<file path="src/logic/rng_fifo.sv">
// Holds no logic: the number buffer module sits beside the monitor in rng_health_monitor.sv.
// Kept so that all design logic stays in one file.

</file>
<file path="src/common/rng_health_pkg.sv">
// Constants shared by the random number health monitor and its FIFO.
// Assumes one 125 MHz clock and a synchronous active-high reset.
package rng_health_pkg;
   localparam int unsigned WORD_W = 16;
   localparam int unsigned FIFO_DEPTH = 16;
   // Start-up test window in raw bits and run limit for the stuck test
   localparam int unsigned STARTUP_BITS = 1024;
   localparam int unsigned STUCK_LIMIT = 32;
   // Online window: ones count must stay within [ONES_MIN, ONES_MAX]
   localparam int unsigned WINDOW_BITS = 256;
   localparam int unsigned ONES_MIN = 96;
   localparam int unsigned ONES_MAX = 160;
   // Entropy per bit threshold, kept for reference by software, in thousandths
   localparam int unsigned ENTROPY_MILLI = 997;
   typedef enum logic [1:0] {
      ST_OFF = 2'b00,
      ST_STARTUP = 2'b01,
      ST_RUN = 2'b11,
      ST_FAIL = 2'b10
   } state_t;
endpackage

</file>
<file path="src/logic/rng_health_monitor.sv">
// Physical random generator health supervision and 16-bit number delivery.
// Assumes raw bits arrive synchronous to clk_in with a valid strobe.
//////////////////////////////////////////////////////////////////////////////
module rng_health_monitor #(
   parameter int unsigned WORD_W = rng_health_pkg::WORD_W,
   parameter int unsigned FIFO_DEPTH = rng_health_pkg::FIFO_DEPTH
) (
   input wire logic clk_in,
   input wire logic srst_in,
   input wire logic enable_in,
   input wire logic shutdown_in,
   input wire logic clear_flags_in,
   input wire logic raw_valid_in,
   input wire logic raw_bit_in,
   output logic num_valid_out,
   input wire logic num_ready_in,
   output logic [WORD_W-1:0] num_data_out,
   output logic running_out,
   output logic total_fail_out,
   output logic online_fail_out,
   output logic irq_out
);
   // Software reads whole sixteen-bit numbers; other widths are refused
   if (WORD_W != rng_health_pkg::WORD_W) begin
      $error("WORD_W must match the delivered number width");
   end
   localparam int unsigned SW = $clog2(rng_health_pkg::STARTUP_BITS + 1);
   localparam int unsigned WW = $clog2(rng_health_pkg::WINDOW_BITS + 1);
   localparam int unsigned RW = $clog2(rng_health_pkg::STUCK_LIMIT + 1);
   localparam int unsigned BW = $clog2(WORD_W + 1);

   // Raw bits are only tested while the generator is live
   function automatic logic is_sampling(input rng_health_pkg::state_t s);
      return s == rng_health_pkg::ST_STARTUP || s == rng_health_pkg::ST_RUN;
   endfunction

   // Only a passing run may hand numbers to software
   function automatic logic is_releasing(input rng_health_pkg::state_t s);
      return s == rng_health_pkg::ST_RUN;
   endfunction

   //////////////////////////////////////////////////////////////////////////////
   rng_health_pkg::state_t state_q, state_d;
   logic [SW-1:0] start_cnt_q, start_cnt_d;
   logic [WW-1:0] win_cnt_q, win_cnt_d, ones_q, ones_d;
   logic [RW-1:0] run_q, run_d;
   logic last_q, last_d;
   logic [WORD_W-1:0] acc_q, acc_d;
   logic [BW-1:0] nbits_q, nbits_d;
   logic tf_q, tf_d, of_q, of_d;
   logic push, fifo_ready, flush, stuck, win_end, win_bad, take;

   always_comb begin
      state_d = state_q;
      start_cnt_d = start_cnt_q;
      win_cnt_d = win_cnt_q;
      ones_d = ones_q;
      run_d = run_q;
      last_d = last_q;
      acc_d = acc_q;
      nbits_d = nbits_q;
      tf_d = tf_q;
      of_d = of_q;
      push = 1'b0;
      flush = 1'b0;
      take = raw_valid_in && is_sampling(state_q);
      // Stuck at a constant level: the total-failure criterion
      stuck = take && (raw_bit_in == last_q) && (run_q == RW'(rng_health_pkg::STUCK_LIMIT - 1));
      win_end = take && (win_cnt_q == WW'(rng_health_pkg::WINDOW_BITS - 1));
      // Bias bound is the only on-chip proxy for the entropy floor of the source
      win_bad = win_end && ((ones_q + WW'(raw_bit_in) < WW'(rng_health_pkg::ONES_MIN)) ||
                            (ones_q + WW'(raw_bit_in) > WW'(rng_health_pkg::ONES_MAX)));
      if (clear_flags_in) begin
         tf_d = 1'b0;
         of_d = 1'b0;
      end
      if (take) begin
         last_d = raw_bit_in;
         run_d = (raw_bit_in == last_q) ? run_q + RW'(1) : RW'(1);
         win_cnt_d = win_end ? '0 : win_cnt_q + WW'(1);
         ones_d = win_end ? '0 : ones_q + WW'(raw_bit_in);
      end
      case (state_q)
         rng_health_pkg::ST_OFF: begin
            if (enable_in && !shutdown_in) begin
               state_d = rng_health_pkg::ST_STARTUP;
               start_cnt_d = '0;
               win_cnt_d = '0;
               ones_d = '0;
               run_d = '0;
               nbits_d = '0;
            end
         end
         rng_health_pkg::ST_STARTUP: begin
            if (take) begin
               start_cnt_d = start_cnt_q + SW'(1);
            end
            if (take && start_cnt_q == SW'(rng_health_pkg::STARTUP_BITS - 1)) begin
               state_d = rng_health_pkg::ST_RUN;
            end
         end
         rng_health_pkg::ST_RUN: begin
            if (take) begin
               acc_d = {acc_q[WORD_W-2:0], raw_bit_in};
               nbits_d = nbits_q + BW'(1);
               // Word dropped if the FIFO is full: bits simply shift through
               if (nbits_q == BW'(WORD_W - 1)) begin
                  nbits_d = '0;
                  push = fifo_ready;
               end
            end
         end
         rng_health_pkg::ST_FAIL: begin
            if (!enable_in) begin
               state_d = rng_health_pkg::ST_OFF;
            end
         end
         default: state_d = rng_health_pkg::ST_OFF;
      endcase
      if (stuck) begin
         tf_d = 1'b1;
      end
      if (win_bad) begin
         of_d = 1'b1;
      end
      if (stuck || win_bad) begin
         // Partial word and queued words may hold failed bits, so all are dropped
         state_d = rng_health_pkg::ST_FAIL;
         push = 1'b0;
         flush = 1'b1;
         nbits_d = '0;
      end
      if (shutdown_in || !enable_in) begin
         state_d = (stuck || win_bad) ? rng_health_pkg::ST_FAIL : rng_health_pkg::ST_OFF;
         push = 1'b0;
         flush = 1'b1;
      end
   end

   always_ff @(posedge clk_in) begin
      if (srst_in) begin
         state_q <= rng_health_pkg::ST_OFF;
         start_cnt_q <= '0;
         win_cnt_q <= '0;
         ones_q <= '0;
         run_q <= '0;
         last_q <= 1'b0;
         acc_q <= '0;
         nbits_q <= '0;
         tf_q <= 1'b0;
         of_q <= 1'b0;
      end else begin
         state_q <= state_d;
         start_cnt_q <= start_cnt_d;
         win_cnt_q <= win_cnt_d;
         ones_q <= ones_d;
         run_q <= run_d;
         last_q <= last_d;
         acc_q <= acc_d;
         nbits_q <= nbits_d;
         tf_q <= tf_d;
         of_q <= of_d;
      end
   end

   //////////////////////////////////////////////////////////////////////////////
   logic fifo_valid;
   logic [WORD_W-1:0] acc_word;
   assign acc_word = {acc_q[WORD_W-2:0], raw_bit_in};

   rng_fifo #(.WIDTH(WORD_W), .DEPTH(FIFO_DEPTH)) u_fifo (
      .clk_in(clk_in),
      .srst_in(srst_in),
      .flush_in(flush),
      .in_valid_in(push),
      .in_ready_out(fifo_ready),
      .in_data_in(acc_word),
      .out_valid_out(fifo_valid),
      .out_ready_in(num_ready_in && is_releasing(state_q)),
      .out_data_out(num_data_out)
   );

   // Gate keeps numbers from leaving outside a passing run
   assign num_valid_out = fifo_valid && is_releasing(state_q);
   assign running_out = is_releasing(state_q);
   assign total_fail_out = tf_q;
   assign online_fail_out = of_q;
   assign irq_out = tf_q || of_q;
endmodule

//////////////////////////////////////////////////////////////////////////////
// Number buffer with valid/ready on both sides; flush drops all stored words in one cycle, but a word pushed in that same cycle is kept
module rng_fifo #(
   parameter int unsigned WIDTH = rng_health_pkg::WORD_W,
   parameter int unsigned DEPTH = rng_health_pkg::FIFO_DEPTH
) (
   input wire logic clk_in,
   input wire logic srst_in,
   input wire logic flush_in,
   input wire logic in_valid_in,
   output logic in_ready_out,
   input wire logic [WIDTH-1:0] in_data_in,
   output logic out_valid_out,
   input wire logic out_ready_in,
   output logic [WIDTH-1:0] out_data_out
);
   localparam int unsigned AW = $clog2(DEPTH);
   // Pointer wrap relies on a power-of-two depth
   if (DEPTH < 2 || (1 << AW) != DEPTH) begin
      $error("DEPTH must be a power of two");
   end
   logic [WIDTH-1:0] mem_q [DEPTH];
   logic [AW:0] wr_q, wr_d, rd_q, rd_d;
   logic push, pop;
   always_comb begin
      in_ready_out = (wr_q - rd_q) != (AW+1)'(DEPTH);
      out_valid_out = wr_q != rd_q;
      push = in_valid_in && in_ready_out;
      pop = out_valid_out && out_ready_in;
      wr_d = wr_q + (AW+1)'(push);
      rd_d = rd_q + (AW+1)'(pop);
      if (flush_in) begin
         rd_d = wr_q;
      end
   end
   always_ff @(posedge clk_in) begin
      if (srst_in) begin
         wr_q <= '0;
         rd_q <= '0;
      end else begin
         wr_q <= wr_d;
         rd_q <= rd_d;
      end
      if (push) begin
         mem_q[wr_q[AW-1:0]] <= in_data_in;
      end
   end
   // Memory output is a flop array read
   assign out_data_out = mem_q[rd_q[AW-1:0]];
endmodule

</file>
<file path="config.mk">
export PLATFORM = sky130hd
export DESIGN_NAME = rng_health_monitor
export DESIGN_NICKNAME = d
export VERILOG_FILES = /design/src/logic/rng_fifo.sv /design/src/common/rng_health_pkg.sv /design/src/logic/rng_health_monitor.sv
export SDC_FILE = /design/constraint.sdc
export NUM_CORES = 1
export LEC_CHECK = 0
export CAP_MARGIN = 40
export CORE_UTILIZATION = 55
export CTS_BUF_LIST = sky130_fd_sc_hd__clkbuf_2 sky130_fd_sc_hd__clkbuf_4 sky130_fd_sc_hd__clkbuf_8
export DETAILED_ROUTE_END_ITERATION = 8
export DONT_BUFFER_PORTS = 1
export PLACE_DENSITY_LB_ADDON = 0.3
export RECOVER_POWER = 50
export REMOVE_ABC_BUFFERS = 1
export SYNTH_ARGS = -nofsm -noshare
export SYNTH_HDL_FRONTEND = slang
export SYNTH_SLANG_ARGS = --single-unit
</file>
<file path="constraint.sdc">
create_clock -name clk_in -period 4.65 [get_ports clk_in]
set_input_delay 0.6975 -clock clk_in [delete_from_list [all_inputs] [get_ports clk_in]]
set_output_delay 0.6975 -clock clk_in [all_outputs]
set_load 0.01 [all_outputs]
</file>
==> results of run 1 <==
==> state kept, by name (all words and copies together), names as in the netlist <==
name,flops
acc_q,15
run_q,6
total_fail_out,1
last_q,1
u_fifo.rd_q,5
state_q,2
ones_q,9
online_fail_out,1
start_cnt_q,11
u_fifo.wr_q,5
nbits_q,5
u_fifo.mem_q,256
win_cnt_q,9
==> area by class of cell <==
cell class	count	area, um^2
Timing Repair Buffer	25	200
Inverter	6	22.5
Fill cell	1662	8740
Tap cell	319	399
Sequential cell	326	9090
Clock inverter	37	287
Clock buffer	57	747
Multi-Input combinational cell	420	3910
==> worst max-delay path by stage <==
stage,start,endpoint,slack (ps),cells past startpoint
after floorplan,u_fifo.rd_q[0],u_fifo.mem_q[1][0],-1480,7
after global placement,raw_bit_in,u_fifo.mem_q[15][0],1090,8
after global routing,state_q[0],u_fifo.mem_q[14][6],700,7
after detailed placement,raw_bit_in,u_fifo.mem_q[15][6],1030,8
final,state_q[0],u_fifo.mem_q[14][13],980,7
after CTS,u_fifo.rd_q[0],num_data_out[8],920,3
==> routing by layer <==
metal	vias to the layer above	wire length (um)	track usage (%)
met3	44	1610	4.35
li1	3214	-	-
met4	0	600	8.03
met2	236	13200	37.9
met5	-	0	0
met1	3603	10900	30.2
==> synth_stat cells (3+ instances only) <==
cell type / instances / area share (%)
nand2b_1: 9 / 0.43
or2_2: 3 / 0.14
nand4_1: 7 / 0.33
xor2_1: 13 / 0.87
nand3b_1: 5 / 0.29
and2_1: 5 / 0.24
dfxtp_1: 70 / 11
buf_1: 4 / 0.11
or3_1: 6 / 0.29
buf_2: 12 / 0.46
nor2b_1: 6 / 0.29
nor4_1: 9 / 0.43
nor3_1: 16 / 0.61
a211oi_1: 5 / 0.29
a22oi_1: 3 / 0.17
nand3_1: 16 / 0.61
nor2_1: 49 / 1.4
xnor2_1: 10 / 0.67
clkbuf_1: 22 / 0.63
mux4_2: 80 / 14
o21ai_0: 14 / 0.53
a31oi_1: 3 / 0.14
a21oi_1: 45 / 1.7
ha_1: 14 / 1.3
edfxtp_1: 256 / 59
nor3b_1: 3 / 0.17
inv_1: 5 / 0.14
and3_1: 8 / 0.38
o2111ai_1: 3 / 0.20
nand2_1: 58 / 1.7
==> report_power, final <==
part	internal (mW)	switching, mW
clock	1.31	1.09
sequential	3.10	0.00257
combinational	0.0149	0.0291
total	4.43	1.13
==> per-stage QoR <==
step,power [mW],TNS (ps)
4_1_cts,5.61,0
2_1_floorplan,3.20,-296180
5_1_grt,5.74,0
3_3_place_gp,3.21,0
3_5_place_dp,3.21,0
6_report,5.56,0
==> kinds of logic after synthesis <==
family / Yosys count / share of synthesized area (%)
mux: 80 / 13.7
xor+xnor: 23 / 1.54
compound gates: 89 / 4.20
simple gates: 214 / 8.39
fa+ha+maj: 14 / 1.33
buf+inv: 46 / 1.54
flops: 326 / 69.3
==> flow_summary.json, run 1 <==
{
  "hold_path.class": "in -> reg",
  "hold_end": "u_fifo.wr_q[4]",
  "grt.overflow.total": 0,
  "post_cts_buffers": 0,
  "initialDrtViolationCount": 613,
  "worst-path-buf-inv": 2,
  "leakagePower_nw": 5.22,
  "path_delay_family": "simple AND/OR/NAND/NOR gates",
  "final_util_pct": 62.6,
  "critPathArrivalTime_ps": 3940,
  "cts_inserted_buffers": 51,
  "worstPathMaxFanout": 17,
  "syn-mean-instance-area_um2": 16.6,
  "reg2reg_depth": 7,
  "vias": 7097,
  "ys_ff_latch": 326,
  "cts.sinks": 326,
  "report.final.slew_viol_count": 29,
  "final_common_cell": "edfxtp_1",
  "viasPerCell": 5.96,
  "wl_per_cell_um": 22.2,
  "ant_nets": 0,
  "final_area_um2": 14700,
  "rsz0062_at_grt": "false",
  "antenna_found_initial": 0,
  "reg2reg_slack_ps": 980,
  "fin_cells": 1190,
  "hpwl_um": 16300,
  "dieArea_um2": 24500,
  "postPlaceCellArea_um2": 13600,
  "synth_cell_type_count": 55,
  "ir_drop_v": 0.000283,
  "violations": "capacitance limit, slew limit",
  "critical_path_class": "reg -> reg",
  "tightest_slew_ps": 1600,
  "cpPeakStageDelay_ps": 560,
  "min_from": "srst_in",
  "final-setup-viol-count": 0,
  "worst_ep_required_time_ps": 4920,
  "diodes": 0,
  "cp-start-kind": "flip-flop",
  "fp.dieH_um": 156,
  "route.detailed.drc": 0,
  "synth-edff-count": 256,
  "max_freq_mhz": 272,
  "ctsResizeCount": 0,
  "dp.cells": 1096,
  "cp_cell_sequence": "and2_0 > clkbuf_1 > nand2_1 > nor3_1 > nand4_4 > nor3_2 > buf_4",
  "relSlewSlack_pct": -6.38,
  "syn_area_um2": 13100,
  "mostFrequentLayoutCells": "edfxtp_1 (256), mux4_2 (80), dfxtp_1 (68), nand2_1 (58), clkbuf_8 (51)",
  "finalCritPeriodShare_pct": 78.9,
  "final_nets": 852,
  "fp.dieW_um": 156,
  "yosysSeqAreaShare_pct": 69.3,
  "worstSkewPairLatency_ps": 590,
  "whs_ps": 194,
  "wirelength_um": 26400,
  "worstReg2RegEnd": "u_fifo.mem_q[14][13]",
  "ys_warn_count": 0,
  "cts_hold_buf": 0,
  "ios": 29,
  "worstHoldPathCells": 1,
  "drive_gt1_share_pct": 24.3,
  "reg2reg_from": "state_q[0]",
  "routabilityCongestion": 0.795,
  "clock_tree.buffer_depth": 3,
  "cts_tree": "yes",
  "final_hold_viol_count": 0,
  "post-place-ws_ps": 1030,
  "synthArstFlopShare_pct": 0,
  "port_buffers": 0,
  "netlist_instances": 792,
  "synth_ff_type": "edfxtp_1",
  "row_count": 56,
  "p_per_area_nw_per_um2": 379,
  "final.setup.worst_slack_ps": 979,
  "period_minus_slack_ps": 3670,
  "grt_pass1_vias": 7313,
  "core_um2": 23400,
  "fin_skew_ps": 29.0,
  "cts_max_level": 2,
  "grt_usage_pct": 22.8,
  "status": "finished, violations left",
  "firstDrtPassIters": 5,
  "grt_max_degree": 65,
  "critPathSlowestCell": "nor3_2",
  "cp-end-kind": "flip-flop",
  "cts_root_buf": "clkbuf_8",
  "area_growth_pct": 11.7,
  "cap_violations": 1,
  "initial_core_util_pct": 56.1,
  "grt_pass1_wl_um": 41200,
  "clk_pin_slew_worst_paths_ps": 60
}
Power figures use the tool's default switching activity.
==> run 2, diff against run 1 <==
- clock period: 4.65 -> 3.5 ns (I/O delays scaled with it)
==> run 2 against run 1 <==
  * The flow still finishes with violations (capacitance limit, slew limit)
  * Cell area up 0.26%
  * Global-route usage down 0.54 points
  * Sequential share of layout area down 0.16 points
  * Critical path depth down 4
  * Clock skew up 8.0 ps
  * Clock power up 27%
  * Clock-buffer cell count up 9
  * Worst setup slack worse by 570 ps
  * Final cell count up 0.25%
  * Power up 30%
  * Via count up 2.2%
==> flow_summary.json, run 2 (synthesized netlist as in run 1, its figures left out) <==
{
  "worst_ep_required_time_ps": 2970,
  "total_power_mw": 7.25,
  "grt_pass1_vias": 7268,
  "max_freq_mhz": 323,
  "tightest_slew_ps": 1560,
  "routabilityCongestion": 0.876,
  "area_growth_pct": 12.0,
  "leakagePower_nw": 5.24,
  "status": "finished, violations left",
  "clk_pin_slew_worst_paths_ps": 60,
  "critPathArrivalTime_ps": 2570,
  "core_um2": 23400,
  "violations": "capacitance limit, slew limit",
  "clock_tree.buffer_depth": 3,
  "hpwl_um": 16500,
  "worstSkewPairLatency_ps": 580,
  "reg2reg_slack_ps": 430,
  "worstHoldPathCells": 1,
  "viasPerCell": 6.08,
  "ant_nets": 0,
  "cts_max_level": 2,
  "row_count": 56,
  "min_from": "srst_in",
  "grt_pass1_wl_um": 40500,
  "final-setup-viol-count": 0,
  "finalCritPeriodShare_pct": 88.4,
  "antenna_found_initial": 0,
  "grt_usage_pct": 22.2,
  "reg2reg_depth": 9,
  "netSwitchingPower_mw": 1.44,
  "reg2reg_from": "ones_q[0]",
  "period_minus_slack_ps": 3090,
  "route.detailed.drc": 0,
  "dp.cells": 1104,
  "cp-end-kind": "primary output",
  "critical_path_class": "reg -> out",
  "cp-start-kind": "flip-flop",
  "fin_skew_ps": 37.0,
  "report.final.slew_viol_count": 29,
  "cts_tree": "yes",
  "initialDrtViolationCount": 668,
  "grt_max_degree": 66,
  "worstPathMaxFanout": 65,
  "relSlewSlack_pct": -4.25,
  "final_hold_viol_count": 0,
  "largest_register_ffs": 256,
  "p_per_area_nw_per_um2": 493,
  "cts_root_buf": "clkbuf_8",
  "final_common_cell": "edfxtp_1",
  "p_int_mw": 5.81,
  "ios": 29,
  "initial_core_util_pct": 56.1,
  "dieArea_um2": 24500,
  "wl_per_cell_um": 21.9,
  "drive_gt1_share_pct": 24.6,
  "grt.overflow.total": 0,
  "p_clk_share_pct": 42.2,
  "fp.dieH_um": 156,
  "hold_end": "start_cnt_q[1]",
  "fp.dieW_um": 156,
  "mostFrequentLayoutCells": "edfxtp_1 (256), mux4_2 (80), dfxtp_1 (68), nand2_1 (58), clkbuf_8 (51)",
  "vias": 7252,
  "worstReg2RegEnd": "u_fifo.mem_q[4][0]",
  "p_seq_share_pct": 56.9,
  "combPwrFrac_pct": 0.9,
  "p_sw_share_pct": 19.8,
  "cts.sinks": 326,
  "wirelength_um": 26100,
  "final_nets": 863,
  "cts_inserted_buffers": 50,
  "diodes": 0,
  "port_buffers": 0,
  "whs_ps": 33.8,
  "ir_drop_v": 0.000290,
  "rsz0062_at_grt": "false",
  "fin_cells": 1193,
  "cap_violations": 1,
  "firstDrtPassIters": 5,
  "hold_path.class": "in -> reg"
}
[run 2: changes by cell type in the layout (fill, tap and decap cells not counted)]
| cell | delta |
|---|---|
| clkinvlp_4 | -1 |
| nor4_4 | -1 |
| clkinv_1 | -5 |
| clkinv_2 | -9 |
| dlygate4sd3_1 | +4 |
| nor4_1 | +1 |
| buf_12 | +2 |
| inv_6 | -1 |
| bufinv_16 | -2 |
| buf_4 | +6 |
| clkbuf_4 | +9 |
[run 2: timing repair]
item | CTS | global route
hold endpoints to repair | 4 | 4
gates resized for setup | 0 | 0
hold buffers | 3 | 1
setup buffers | 0 | 0
[run 2: worst max path at each step]
stage | startpoint | endpoint | slack [ps] | depth (start not counted)
2_1_floorplan | u_fifo.rd_q[0] | u_fifo.mem_q[1][0] | -2630 | 7
5_1_grt | ones_q[0] | u_fifo.mem_q[4][4] | 160 | 9
3_5_place_dp | raw_bit_in | u_fifo.mem_q[4][0] | 210 | 8
3_3_place_gp | raw_bit_in | u_fifo.mem_q[4][11] | 300 | 8
6_report | u_fifo.rd_q[0] | num_data_out[15] | 410 | 3
4_1_cts | u_fifo.rd_q[0] | num_data_out[15] | 370 | 3
[run 2: power by group through the flow]
stage | logic [mW] | clock network, mW | registers [mW]
final | 0.0656 | 3.06 | 4.13
after global routing | 0.0715 | 3.27 | 4.12
after CTS | 0.0647 | 3.11 | 4.13
after detailed placement | 0.0588 | 0 | 4.21
after global placement | 0.0574 | 0 | 4.21
after floorplan | 0.0414 | 0 | 4.21
[run 2: final cells by class]
cell class	count	area, um^2
tap	319	399
fill	1696	8700
multi-input combinational	420	3900
timing repair buffer	37	325
clock buffer	66	815
sequential	326	9090
clock inverter	19	146
inverter	6	22.5
[run 2: critical path, stage by stage, from the launching register on]
cell	delay (ps)
dfxtp_4	350
buf_12	410
mux4_2	640
mux4_2	550
[run 2: routing by layer]
metal / global-route usage (%) / part of all wire [%] / vias up
met5: 0 / 0 / -
met4: 5.70 / 1.7 / 0
met3: 4.46 / 7.1 / 49
met2: 36.6 / 49 / 282
met1: 30.5 / 42 / 3700
li1: - / - / 3221
[run 2: per-stage QoR]
stage	util, %	setup slack [ps]	instance area (um^2)	setup TNS [ps]
after global routing	62.8	159	14700	0
after detailed placement	58.6	214	13700	0
after floorplan	-	-2630	12900	-617360
after CTS	62.9	369	14700	0
after global placement	58.5	298	13700	0
final	62.8	408	14700	0
==> run 3, diff against run 2 <==
- clock period: 3.5 -> 2.62 ns (I/O delays scaled with it)
==> run 3 against run 2 <==
  * Critical path depth increased by 9
  * Highest routed layer is now met5
  * Worst setup slack got worse by 690 ps
  * The run ends with setup timing left
  * Hold slack improved by 23 ps
  * Critical endpoint is now u_fifo.mem_q[2][8]
  * Final cell count increased by 7.1%
==> flow_summary.json, run 3 (synthesized netlist as in run 1, its figures left out) <==
{
  "status": "finished, violations left",
  "violations": "setup timing",
  "cp-start-kind": "flip-flop",
  "final_nets": 942,
  "max_freq_mhz": 344,
  "tightest_slew_ps": 752,
  "clock_tree.buffer_depth": 3,
  "cpPeakStageDelay_ps": 340,
  "antenna_found_initial": 1,
  "largest_register_ffs": 256,
  "leakagePower_nw": 6.00,
  "worst-path-buf-inv": 5,
  "critical_path_class": "reg -> reg",
  "grt.overflow.total": 0,
  "hpwl_um": 17100,
  "clk_pin_slew_worst_paths_ps": 70,
  "relSlewSlack_pct": 49.8,
  "routabilityCongestion": 0.843,
  "route.detailed.drc": 0,
  "rsz0062_at_grt": "true",
  "final-setup-viol-count": 274,
  "grt_pass1_wl_um": 45300,
  "path_delay_family": "buffers and inverters",
  "ios": 29,
  "worst_ep_required_time_ps": 2900,
  "cts_inserted_buffers": 51,
  "cp-end-kind": "flip-flop",
  "cts.sinks": 326,
  "worstSkewPairLatency_ps": 600,
  "critPathSlowestCell": "dfxtp_2",
  "mostFrequentLayoutCells": "edfxtp_1 (256), mux4_2 (80), dfxtp_1 (67), nand2_1 (58), clkbuf_8 (56)",
  "finalCritPeriodShare_pct": 111,
  "ir_drop_v": 0.000461,
  "p_per_area_nw_per_um2": 630,
  "use_met2_pct": 43.6,
  "fp.dieH_um": 156,
  "initial_core_util_pct": 56.1,
  "whs_ps": 56.6,
  "cap_violations": 0,
  "final.setup.worst_slack_ps": -284,
  "port_buffers": 0,
  "fin_skew_ps": 36.0,
  "cpMostUsedCell": "buf_4",
  "firstDrtPassIters": 5,
  "grt_max_degree": 67,
  "nFillCells": 1435,
  "final_util_pct": 69.3,
  "final_common_cell": "edfxtp_1",
  "met3_usage_pct": 4.51,
  "wl_per_cell_um": 24.7,
  "grt_util_met1_pct": 33.2,
  "row_count": 56,
  "grt_usage_pct": 25.4,
  "initialDrtViolationCount": 743,
  "hold_path.class": "in -> reg",
  "wirelength_um": 31500,
  "cts_root_buf": "clkbuf_8",
  "grt-busiest-layer": "met2",
  "grt_pass1_vias": 7773,
  "diodes": 0,
  "dieArea_um2": 24500,
  "area_growth_pct": 23.5,
  "critPathArrivalTime_ps": 3180,
  "ant_nets": 0,
  "viasPerCell": 6.18,
  "period_minus_slack_ps": 2900,
  "drive_gt1_share_pct": 33.7,
  "cts_max_level": 2,
  "vias": 7897,
  "worstPathMaxFanout": 4,
  "final_hold_viol_count": 0,
  "fp.dieW_um": 156,
  "cts_tree": "yes",
  "report.final.slew_viol_count": 0,
  "cp_cell_sequence": "ha_4 > ha_4 > or3_1 > o211ai_1 > a41o_2 > buf_12 > nand4_4 > buf_4 > buf_6 > nor4_4 > buf_4 > buf_4",
  "core_um2": 23400
}
[run 3: cell types whose count changed in the layout (fill, tap and decap cells not counted), sizes merged]
cell | previous run | this run
inv | 8 | 7
clkbuf | 68 | 77
buf | 31 | 103
clkinvlp | 0 | 2
nand4 | 8 | 9
bufinv | 2 | 4
[run 3: area by class of cell]
type,count,area [um^2],area share [%]
Sequential cell,326,9090,56.1
Inverter,6,22.5,0.139
Multi-Input combinational cell,421,4180,25.8
Clock inverter,22,209,1.29
Tap cell,319,399,2.46
Clock buffer,70,876,5.40
Timing Repair Buffer,114,1430,8.80
[run 3: worst register-to-register path, cell delays in order, from the launching register on]
cell and delay [ps]:
dfxtp_2 340, ha_4 170, ha_4 210, or3_1 310
o211ai_1 170, a41o_2 300, buf_12 130, nand4_4 130
buf_4 180, buf_6 130, nor4_4 210, buf_4 180
buf_4 140
[run 3: metal layers]
layer | part of all wire (%) | up-vias
li1 | - | 3408
met1 | 39 | 4057
met2 | 52 | 368
met3 | 7.2 | 62
met4 | 2.4 | 2
met5 | 0.051 | -
[run 3: per-stage QoR]
step / setup WS, ps / power (mW) / cells / instance area [um^2] / setup TNS [ps]
finish: -284 / 10.2 / 1278 / 16200 / -36180
global route: -338 / 10.5 / 1278 / 16200 / -56480
CTS: -179 / 10.2 / 1259 / 15900 / -7320
detailed placement: -409 / 5.71 / 1136 / 14000 / -85250
global placement: -382 / 5.70 / 1136 / 14000 / -82570
floorplan: -3510 / 5.68 / 752 / 12900 / -864160
[run 3: power by group]
part           leakage, nW  internal, mW  total (mW)  switching, mW
Sequential            3.50          5.51        5.51        0.00350
Clock                0.568          2.56        4.59           2.02
Combinational         1.93        0.0418       0.112         0.0706
Total                 6.00          8.11        10.2           2.09
[run 3: what timing repair did]
action / 4_1_cts / 5_1_grt
pin swaps: 25 / 12
endpoints found under the hold margin: 49 / 0
endpoints found under the setup margin: 276 / 276
gates cloned: 12 / 8
hold buffers: 4 / 0
gates resized for setup: 91 / 13
buffers inserted: 15 / 10
[run 3: final timing paths]
path                        endpoint  slack (ps)  cells after the start      start
setup / recovery  u_fifo.mem_q[2][8]        -280                     12  ones_q[0]
hold / removal        u_fifo.rd_q[1]          60                      2    srst_in
setup reg to reg  u_fifo.mem_q[2][8]        -280                     12  ones_q[0]
hold reg to reg               last_q         470                      2     last_q
